**config.mk**
```make
export PLATFORM = sky130hd
export DESIGN_NAME = acsp_port
export DESIGN_NICKNAME = d
export VERILOG_FILES = /design/src/hw/acsp_pkg.sv /design/src/hw/acsp_edge.sv /design/src/hw/acsp_port.sv
export VERILOG_INCLUDE_DIRS = /design/src /design/src/hw
export SDC_FILE = /design/constraint.sdc
export NUM_CORES = 1
export LEC_CHECK = 0
export ABC_CLOCK_PERIOD_IN_PS = 3500
export BUFFER_PORTS_ARGS = -buffer_cell sky130_fd_sc_hd__buf_2
export CAP_MARGIN = 20
export CORE_ASPECT_RATIO = 0.6
export CORE_UTILIZATION = 40
export DETAILED_ROUTE_END_ITERATION = 10
export PLACE_DENSITY = 0.6
export RECOVER_POWER = 25
export SETUP_SLACK_MARGIN = 0.02
export SLEW_MARGIN = 20
export SYNTH_ARGS = -nofsm -noshare
export SYNTH_HDL_FRONTEND = slang
export SYNTH_HIERARCHICAL = 1
export SYNTH_SLANG_ARGS = --single-unit
```
**constraint.sdc**
```tcl
create_clock -name mclk_i -period 3.5 [get_ports mclk_i]
set_clock_uncertainty 0.05 [all_clocks]
set_input_delay 0.7 -clock mclk_i [delete_from_list [all_inputs] [get_ports mclk_i]]
set_output_delay 0.7 -clock mclk_i [all_outputs]
set_load 0.1 [all_outputs]
```
**src/hw/acsp_consts.svh**
```systemverilog
/*
  Constants of the ADC configuration serial port: instruction layout, byte counts,
  transfer register address and value.
  Assumes inclusion by the port module only.
*/
`ifndef ACSP_CONSTS_SVH
`define ACSP_CONSTS_SVH
`define ACSP_INSTR_BITS    5'd16
`define ACSP_ADDR_W        13
`define ACSP_RW_BIT        15
`define ACSP_CNT_HI_BIT    14
`define ACSP_CNT_LO_BIT    13
`define ACSP_CNT_STREAM    2'b11
`define ACSP_XFER_ADDR     13'h00_FF
`define ACSP_XFER_GO       8'h01
`define ACSP_CFG_ADDR      13'h00_00
`define ACSP_LSB_FIRST_BIT 6
`endif

```
**src/hw/acsp_pkg.sv**
```systemverilog
/*
  Types of the ADC configuration serial port.
  Assumes the constants header sits beside it.
*/
package acsp_pkg;
  typedef enum logic [1:0] {
    ACSP_IDLE  = 2'b00,
    ACSP_INSTR = 2'b01,
    ACSP_DATA  = 2'b10
  } acsp_state_t;
endpackage

```
**src/hw/acsp_edge.sv**
```systemverilog
/*
  Two-flop synchroniser for one pin with rise and fall detection.
  Assumes the pin is asynchronous to mclk_i.
*/
module acsp_edge (
  input  wire logic mclk_i,
  input  wire logic rst_i,
  input  wire logic pin_i,
  output logic      lvl_o,
  output logic      rise_o,
  output logic      fall_o
);
  logic s1_q, s2_q, s3_q;
  logic s1_d, s2_d, s3_d;
  always_comb begin
    s1_d = pin_i;
    s2_d = s1_q;
    s3_d = s2_q;
  end
  always_ff @(posedge mclk_i) begin
    if (rst_i) begin
      s1_q <= 1'b0;
      s2_q <= 1'b0;
      s3_q <= 1'b0;
    end else begin
      s1_q <= s1_d;
      s2_q <= s2_d;
      s3_q <= s3_d;
    end
  end
  assign lvl_o  = s2_q;
  assign rise_o = s2_q & ~s3_q;
  assign fall_o = ~s2_q & s3_q;
endmodule // acsp_edge

```
**src/hw/acsp_port.sv**
```systemverilog
/*
  Configuration serial port slave: decodes 16-bit instructions from the serial link,
  writes or reads a register space through a simple register-side port.
  Assumes the register space answers reads combinationally from reg_addr_o, and that
  the serial clock is far slower than mclk_i (several mclk cycles per half period).
*/
`include "acsp_consts.svh"
// Functional notes
// - decode only while select is low
// - frame starts at first rise after select falls
// - 16-bit instruction then data bytes
// - select high between bytes stalls, resumes
// - count 11 streams until select rises
// - select rise mid-byte resets state machine
// - select high at reset selects pin straps
// - select tied low gives 2-wire mode
// - streaming without select never ends
// - instruction bit chooses read or write
// - readback turns data pin to output
// - msb first, lsb first by config bit for data bytes; instruction always msb first
// - sample data on rising serial clock
// - drive readback data after falling edge
// - release data pin after rising edge
// - writes apply after transfer register 0x01
module acsp_port
  import acsp_pkg::*;
(
  input  wire logic        mclk_i,
  input  wire logic        rst_i,
  input  wire logic        sclk_i,
  input  wire logic        select_low_n_i,
  input  wire logic        sdio_i,
  output logic             sdio_o,
  output logic             sdio_oe_o,
  input  wire logic [7:0]  reg_rdata_i,
  output logic [12:0]      reg_addr_o,
  output logic [7:0]       reg_wdata_o,
  output logic             reg_wr_o,
  output logic             reg_apply_o,
  output logic             lsb_first_o,
  output logic             strap_mode_o,
  output logic             test_pattern_strap_o,
  output logic             reduced_swing_strap_o
);
  // ----------------------------------------
  // pin synchronisers
  // ----------------------------------------
  logic sclk_s, sclk_rise, sclk_fall;
  logic sel_s, sel_rise, sel_fall;
  logic din_s;

  acsp_edge u_sclk (.mclk_i(mclk_i), .rst_i(rst_i), .pin_i(sclk_i),
                    .lvl_o(sclk_s), .rise_o(sclk_rise), .fall_o(sclk_fall));
  acsp_edge u_sel  (.mclk_i(mclk_i), .rst_i(rst_i), .pin_i(select_low_n_i),
                    .lvl_o(sel_s), .rise_o(sel_rise), .fall_o(sel_fall));
  acsp_edge u_din  (.mclk_i(mclk_i), .rst_i(rst_i), .pin_i(sdio_i),
                    .lvl_o(din_s), .rise_o(), .fall_o());

  // ----------------------------------------
  // state
  // ----------------------------------------
  acsp_state_t st_q, st_d;
  logic [15:0] sh_q, sh_d;
  logic [4:0]  cnt_q, cnt_d;
  logic        rd_q, rd_d;
  logic [1:0]  bytes_q, bytes_d;
  logic [12:0] addr_q, addr_d;
  logic [7:0]  tx_q, tx_d;
  logic        oe_q, oe_d, dout_q, dout_d;
  logic        wr_q, wr_d, apply_q, apply_d;
  logic [7:0]  wdata_q, wdata_d;
  logic        lsb_q, lsb_d;
  logic        strap_q, strap_d, tp_q, tp_d, rs_q, rs_d;
  // counts the edges after release until the pin synchronisers hold real levels
  logic [1:0]  seen_q, seen_d;

  // next shift value honouring bit order
  function automatic logic [7:0] ins_bit(input logic [7:0] v, input logic b,
                                         input logic lsb);
    ins_bit = lsb ? {b, v[7:1]} : {v[6:0], b};
  endfunction

  logic [7:0] rx_byte;
  logic [7:0] rd_byte;
  assign rx_byte = ins_bit(sh_q[7:0], din_s, lsb_q);
  assign rd_byte = reg_rdata_i;

  always_comb begin
    st_d = st_q; sh_d = sh_q; cnt_d = cnt_q; rd_d = rd_q; bytes_d = bytes_q;
    addr_d = addr_q; tx_d = tx_q; oe_d = oe_q; dout_d = dout_q;
    wr_d = 1'b0; apply_d = 1'b0; wdata_d = wdata_q; lsb_d = lsb_q;
    strap_d = strap_q; tp_d = tp_q; rs_d = rs_q; seen_d = seen_q;
    if (seen_q != 2'b11)
      seen_d = seen_q + 2'b01;
    // synchroniser flops were reset too, so the pins are only valid two edges on
    if (seen_q == 2'b10 && sel_s) begin
      strap_d = 1'b1;
      tp_d    = sclk_s;
      rs_d    = din_s;
    end
    if (sel_rise) begin
      if (cnt_q != 5'd0)
        st_d = ACSP_IDLE;
      // stall otherwise keeps state, resumes on select low; streaming ends here
      if (st_q == ACSP_DATA && bytes_q == `ACSP_CNT_STREAM)
        st_d = ACSP_IDLE;
      if (st_d == ACSP_IDLE) begin
        cnt_d = 5'd0;
        oe_d  = 1'b0;
      end
    end
    if (sel_fall && st_q == ACSP_IDLE && !strap_q) begin
      st_d = ACSP_INSTR; cnt_d = 5'd0;
    end
    if (!sel_s && !strap_q) begin
      if (st_q == ACSP_IDLE && seen_q == 2'b11) begin
        st_d = ACSP_INSTR; cnt_d = 5'd0;
      end
      if (sclk_rise && st_q == ACSP_INSTR) begin
        sh_d  = {sh_q[14:0], din_s};
        cnt_d = cnt_q + 5'd1;
        if (cnt_q == `ACSP_INSTR_BITS - 5'd1) begin
          rd_d    = sh_d[`ACSP_RW_BIT];
          bytes_d = {sh_d[`ACSP_CNT_HI_BIT], sh_d[`ACSP_CNT_LO_BIT]};
          addr_d  = sh_d[12:0];
          cnt_d   = 5'd0;
          st_d    = ACSP_DATA;
        end
      end else if (st_q == ACSP_DATA) begin
        if (rd_q && sclk_fall) begin
          if (cnt_q == 5'd0) tx_d = rd_byte;
          oe_d   = 1'b1;
          dout_d = lsb_q ? ((cnt_q == 5'd0) ? rd_byte[0] : tx_q[cnt_q[2:0]])
                         : ((cnt_q == 5'd0) ? rd_byte[7] : tx_q[3'd7 - cnt_q[2:0]]);
        end
        if (sclk_rise) begin
          sh_d[7:0] = rx_byte;
          cnt_d = cnt_q + 5'd1;
          if (cnt_q == 5'd7) begin
            cnt_d = 5'd0;
            if (!rd_q) begin
              wr_d    = 1'b1;
              wdata_d = rx_byte;
              if (addr_q == `ACSP_XFER_ADDR && rx_byte == `ACSP_XFER_GO)
                apply_d = 1'b1;
              if (addr_q == `ACSP_CFG_ADDR)
                lsb_d = rx_byte[`ACSP_LSB_FIRST_BIT];
            end
            addr_d = addr_q + 13'h0_001;
            if (bytes_q != `ACSP_CNT_STREAM) begin
              bytes_d = bytes_q - 2'b01;
              if (bytes_q == 2'b00) begin
                st_d = ACSP_IDLE;
                // controller has taken the last bit at this rise, hand the line back
                if (rd_q) oe_d = 1'b0;
              end
            end
          end
        end
      end
    end
    if (sel_s && st_d == ACSP_IDLE) begin
      oe_d = 1'b0;
    end
  end

  always_ff @(posedge mclk_i) begin
    if (rst_i) begin
      st_q <= ACSP_IDLE; sh_q <= 16'h0000; cnt_q <= 5'd0; rd_q <= 1'b0;
      bytes_q <= 2'b00; addr_q <= 13'h0000; tx_q <= 8'h00; oe_q <= 1'b0;
      dout_q <= 1'b0; wr_q <= 1'b0; apply_q <= 1'b0; wdata_q <= 8'h00;
      lsb_q <= 1'b0; strap_q <= 1'b0; tp_q <= 1'b0;
      rs_q <= 1'b0; seen_q <= 2'b00;
    end else begin
      st_q <= st_d; sh_q <= sh_d; cnt_q <= cnt_d; rd_q <= rd_d;
      bytes_q <= bytes_d; addr_q <= addr_d; tx_q <= tx_d; oe_q <= oe_d;
      dout_q <= dout_d; wr_q <= wr_d; apply_q <= apply_d; wdata_q <= wdata_d;
      lsb_q <= lsb_d; strap_q <= strap_d; tp_q <= tp_d;
      rs_q <= rs_d; seen_q <= seen_d;
    end
  end

  // addr pointer is a register; reads see the current byte address
  assign reg_addr_o            = addr_q;
  assign reg_wdata_o           = wdata_q;
  assign reg_wr_o              = wr_q;
  assign reg_apply_o           = apply_q;
  assign lsb_first_o           = lsb_q;
  assign sdio_o                = dout_q;
  assign sdio_oe_o             = oe_q;
  assign strap_mode_o          = strap_q;
  assign test_pattern_strap_o  = tp_q;
  assign reduced_swing_strap_o = rs_q;

  // ----------------------------------------
  // assertions
  // ----------------------------------------
  property p_apply_only_xfer;
    @(posedge mclk_i) disable iff (rst_i)
      reg_apply_o |-> reg_wr_o && reg_addr_o == (`ACSP_XFER_ADDR + 13'h0_001)
                      && reg_wdata_o == `ACSP_XFER_GO;
  endproperty
  a_apply_only_xfer: assert property (p_apply_only_xfer) else $error("apply w/o xfer");
  property p_no_drive_on_write;
    @(posedge mclk_i) disable iff (rst_i) (st_q == ACSP_DATA && !rd_q) |-> !sdio_oe_o;
  endproperty
  a_no_drive_on_write: assert property (p_no_drive_on_write) else $error("drive on write");
  property p_oe_after_fall;
    @(posedge mclk_i) disable iff (rst_i) $rose(sdio_oe_o) |-> $past(sclk_fall);
  endproperty
  a_oe_after_fall: assert property (p_oe_after_fall) else $error("oe not after fall");
  property p_mid_byte_abort;
    @(posedge mclk_i) disable iff (rst_i)
      (sel_rise && cnt_q != 5'd0 && !strap_q) |=> st_q == ACSP_IDLE && cnt_q == 5'd0;
  endproperty
  a_mid_byte_abort: assert property (p_mid_byte_abort) else $error("no abort");
  property p_strap_holds;
    @(posedge mclk_i) disable iff (rst_i) strap_q |=> strap_q && st_q == ACSP_IDLE;
  endproperty
  a_strap_holds: assert property (p_strap_holds) else $error("strap lost");
  property p_ignore_when_high;
    @(posedge mclk_i) disable iff (rst_i) (sel_s && !sel_rise) |=> !reg_wr_o;
  endproperty
  a_ignore_when_high: assert property (p_ignore_when_high) else $error("write w/ sel high");
  property p_stream_stays;
    @(posedge mclk_i) disable iff (rst_i)
      (st_q == ACSP_DATA && bytes_q == `ACSP_CNT_STREAM && !sel_rise) |=> st_q == ACSP_DATA;
  endproperty
  a_stream_stays: assert property (p_stream_stays) else $error("stream left");
  property p_addr_step;
    @(posedge mclk_i) disable iff (rst_i)
      (st_q == ACSP_DATA && sclk_rise && !sel_s && cnt_q == 5'd7)
        |=> addr_q == $past(addr_q) + 13'h0_001;
  endproperty
  a_addr_step: assert property (p_addr_step) else $error("addr not stepped");
  c_write: cover property (@(posedge mclk_i) disable iff (rst_i) reg_wr_o);
  c_read:  cover property (@(posedge mclk_i) disable iff (rst_i) $fell(sdio_oe_o));
  c_apply: cover property (@(posedge mclk_i) disable iff (rst_i) reg_apply_o);
endmodule // acsp_port

```
# Yosys cells after proc, flatten, opt, wreduce, memory -nomap -nowiden
# Index checks and enable logic that the tools add are counted.
[classes]
addsub = 5
magnitude_cmp = 2
n_eq_ne = 12
muxes = 59
bitwise_logic = 14
reduce_logical = 35
[ops]
columns = ["cell", "n"]
rows = [
  ["13-bit 2-to-1 mux", 5],
  ["5-bit 2-to-1 mux", 10],
  ["2-bit 2-to-1 mux", 20],
  ["8-bit 2-to-1 mux", 4],
  ["1-bit 2-to-1 mux", 18],
  ["13-bit by 1-bit adder with 13-bit output (second input constant)", 1],
  ["13-bit by 8-bit equality test with 1-bit output (second input constant)", 1],
  ["13-bit logical NOT", 1],
  ["6-bit AND reduction", 2],
  ["1-bit logical AND", 10],
  ["1-bit inverter", 10],
  ["5-bit AND reduction", 2],
  ["2-bit equality test (second input constant)", 4],
  ["8-bit by 1-bit equality test with 1-bit output (second input constant)", 1],
  ["2-bit logical NOT", 4],
  ["3-bit by 4-bit less-than comparator with 1-bit output (second input constant)", 2],
  ["2-bit nonzero test", 4],
  ["7-bit AND reduction", 1],
  ["7-bit OR reduction", 1],
  ["1-bit binary-select mux with 3-bit select", 2],
  ["3-bit AND reduction", 2],
  ["6-bit OR reduction", 1],
  ["5-bit by 1-bit adder with 5-bit output (second input constant)", 1],
  ["5-bit by 3-bit equality test with 1-bit output (second input constant)", 1],
  ["14 further kinds", 19],
]
[word_totals]
register_bits = 72
in_bits = 13
output_inout_bits = 29
wordCells = 153

# Logic depth before layout (Yosys ltp)
[logic_depth]
ltp_word = 17
ltp_mapped = 8

# Modules after synthesis
# Netlist, hierarchy kept.
[modules_own_cells]
columns = ["module", "instances", "cells_per_inst", "area_per_inst_um2"]
rows = [
  ["acsp_port", 1, 425, 3459.6],
  ["acsp_edge", 3, 8, 91.3],
]

# Worst setup path before layout
# Ideal clock, no wire load.
[synth_timing]
path_type = "register to register"
start = "reg addr_q[0] (netlist: reg_addr_o[0])"
end = "reg addr_q[10] (netlist: reg_addr_o[10])"
setup_time_ps = 114
arrival_time_ps = 2229
setup_slack_ps = 1107
path_stages_with_launch = 6
n_path_buf = 0
period_less_slack_ps = 2393
cell_sequence = "dfxtp_1 ha_1 nand3_1 o31ai_1 a21oi_1 a2111oi_0"
[synth_between]
elab_chain_cells = 5
[synth_rtl]
columns = ["item", "line", "text"]
rows = [
  ["start: declaration", "acsp_port.sv:67", "logic [12:0] addr_q, addr_d;"],
  ["start signal: assignment", "acsp_port.sv:170", "bytes_q <= 2'b00; addr_q <= 13'h0000; tx_q <= 8'h00; oe_q <= 1'b0;"],
  ["start signal: assignment", "acsp_port.sv:176", "bytes_q <= bytes_d; addr_q <= addr_d; tx_q <= tx_d; oe_q <= oe_d;"],
  ["13-bit by 1-bit adder with 13-bit output", "acsp_port.sv:149", "addr_d = addr_q + 13'h0_001;"],
  ["13-bit 2-to-1 mux", "acsp_port.sv:139", "if (cnt_q == 5'd7) begin"],
  ["13-bit 2-to-1 mux", "acsp_port.sv:136", "if (sclk_rise) begin"],
  ["13-bit 2-to-1 mux", "acsp_port.sv:129", "end else if (st_q == ACSP_DATA) begin"],
  ["13-bit 2-to-1 mux", "acsp_port.sv:119", "if (sclk_rise && st_q == ACSP_INSTR) begin"],
]
# Every way passes these cells. The select of a mux whose other input is x is not followed.
# A chain may end at the register's enable or synchronous reset.

# Worst setup path in the final report
[layout_timing]
start = "in rst_i"
end = "reg sh_q[12]"
[layout_lines]
columns = ["item", "line", "text"]
rows = [
  ["start: declaration", "acsp_port.sv:29", "input wire logic rst_i,"],
  ["end signal: assignment", "acsp_port.sv:169", "st_q <= ACSP_IDLE; sh_q <= 16'h0000; cnt_q <= 5'd0; rd_q <= 1'b0;"],
  ["end signal: assignment", "acsp_port.sv:175", "st_q <= st_d; sh_q <= sh_d; cnt_q <= cnt_d; rd_q <= rd_d;"],
  ["end: declaration", "acsp_port.sv:63", "logic [15:0] sh_q, sh_d;"],
]
# No word-level cell between the ends.

==> summary.txt <==
die area: 9640 um2
Initial Util: 0.424
Power Dens Cells: 440 nW/um2
max_cap viols: 1
Worst-Margin Slew: 1.61 ns
Clock Path Buffers: 2
CTS tree: yes
chip width: 126 um
Ports: 42
CTS resizes: 0
Min-Delay Startpoint: u_din/s1_q
crit-path cells: clkbuf_1 -> clkbuf_1 -> nor2_1
slew margin rel.: -0.0718
Switching Fraction: 0.219
CP endpoint kind: flip-flop
status: complete, but fails checks
Internal Power: 1.46 mW
worst r2r src: cnt_q[0]
period utilisation layout: 0.751
Num CTS Buffers: 9
htree depth: 3
gr usage total: 0.206
Area growth, synth to finish: 14.7%
mean post-synth cell area: 8.30 um2
setup total negative slack: 0 ns
Tmin final: 2.63 ns
Slew Viols, Final: 36
Peak VDD IR: 0.250 mV
reg2reg setup slack: 0.90 ns
first-pass GRT wire length: 15.7 mm
CP peak stage delay: 1.13 ns
CP Max Fanout: 35
fin util: 0.486
Routed WL: 9.33 mm
Hold Path Class: reg2reg
Worst R2R Path Depth: 6
initial antenna violation count: 0
critical path type: in2reg
Startpoint Class: input pin
sequential share of power: 0.456
hold-critical path endpoint: u_din/lvl_o
Comb power frac: 0.048
Pleak: 1.46 nW
Setup Buffers After CTS: 0
GP Congestion: 0.856
Final nets: 494
CP max stage cell: clkbuf_1
CTS clock-pin slew for the worst setup and hold paths: 0.05 ns
commonest non-fill, non-tap cells in the layout: 72 x dfxtp_1, 53 x nor2_1, 48 x nand2_1, 32 x a21oi_1
Netlist Area Pre-Place: 3690 um2
n_diodes: 0
CTS Hold Bufs: 0
CP Buf/Inv Count: 2
Clk pwr share: 0.497
failing checks: capacitance limit, slew limit
die height: 76.4 um
drt wl/cell: 15.9 um
Post-DP HPWL: 6.54 mm
DRC Markers: 0
Mapped Cells: 445
# rows: 26
Worst Setup SP: rst_i
RSZ-0062 raised after global routing: no
# clock sinks: 72
router iterations before antenna repair: 6
gr ovfl total: 0
setup violators final: 0
Post-DRT Antenna Nets: 0
family with the most delay on the worst path: buffers and inverters
Crit path required time: 3.62 ns
drt via density: 5.69
fmax: 380 MHz
final number of hold-violating endpoints: 0
Post-Syn Nets: 468
initial DRC count: 269
hold path cells: 1
Yosys warnings: 6
vias: 3347
commonest non-fill, non-tap cell in the layout: dfxtp_1
Clock Tree Root: clkbuf_16
clock latency on the worst-skew pair: 0.33 ns
core area: 8720 um2
most frequent CP cell: clkbuf_1
share of cells above drive strength 1: 0.113
largest net degree at the start of global routing: 36
NetSw: 408 uW
CP arrival: 2.75 ns
PortBufs: 41
worst r2r dst: reg_addr_o[10]
vias in the first global route: 3050
[per-layer routing]
| metal | vias up | wire [um] | track usage |
|---|---|---|---|
| met5 | - | 0 | 0 |
| met2 | 108 | 3740 | 0.274 |
| met4 | 0 | 104 | 0.0663 |
| met3 | 13 | 595 | 0.0604 |
| met1 | 1580 | 4890 | 0.309 |
| li1 | 1646 | - | - |
[per-stage QoR]
| step | setup slack [ns] | instance area [um2] | power, mW | instances | hold WS, ns |
|---|---|---|---|---|---|
| 2_1_floorplan | 1.11 | 3690 | 0.931 | 445 | 0.364 |
| 3_3_place_gp | 1.12 | 3960 | 0.954 | 572 | 0.369 |
| 3_5_place_dp | 0.953 | 3960 | 0.957 | 572 | 0.381 |
| 4_1_cts | 0.936 | 4260 | 1.89 | 588 | 0.393 |
| 5_1_grt | 0.642 | 4240 | 1.94 | 588 | 0.417 |
| 6_report | 0.871 | 4240 | 1.87 | 588 | 0.389 |
[state kept, by name, summed over array words and instances (netlist names), 2 cells and up]
signal       flops
st_q             2
reg_addr_o      13
tx_q             8
bytes_q          2
reg_wdata_o      8
seen_q           2
sh_q            15
cnt_q            5
[power groups by stage]
stage | registers (mW) | clock network [mW] | logic (mW)
CTS | 0.849 | 0.948 | 0.0902
finish | 0.850 | 0.927 | 0.0889
detailed placement | 0.867 | 0 | 0.0898
floorplan | 0.861 | 0 | 0.0700
global route | 0.851 | 0.989 | 0.102
global placement | 0.866 | 0 | 0.0878
[worst max path at each step]
stage	endpoint	depth (start not counted)
CTS	reg_addr_o[10]	6
finish	sh_q[12]	3
detailed placement	reg_addr_o[10]	6
global route	bytes_q[1]	3
floorplan	reg_addr_o[10]	5
global placement	reg_addr_o[10]	6
[final cells by class]
class	instances	area [um2]
clock buffers	14	264
clock inverters	2	37.5
fillers	842	4480
inverters	15	56.3
multi-input cells	325	2060
flip-flops and latches	72	1440
well taps	112	140
repair buffers	48	236
(Power assumes the default switching activity.)
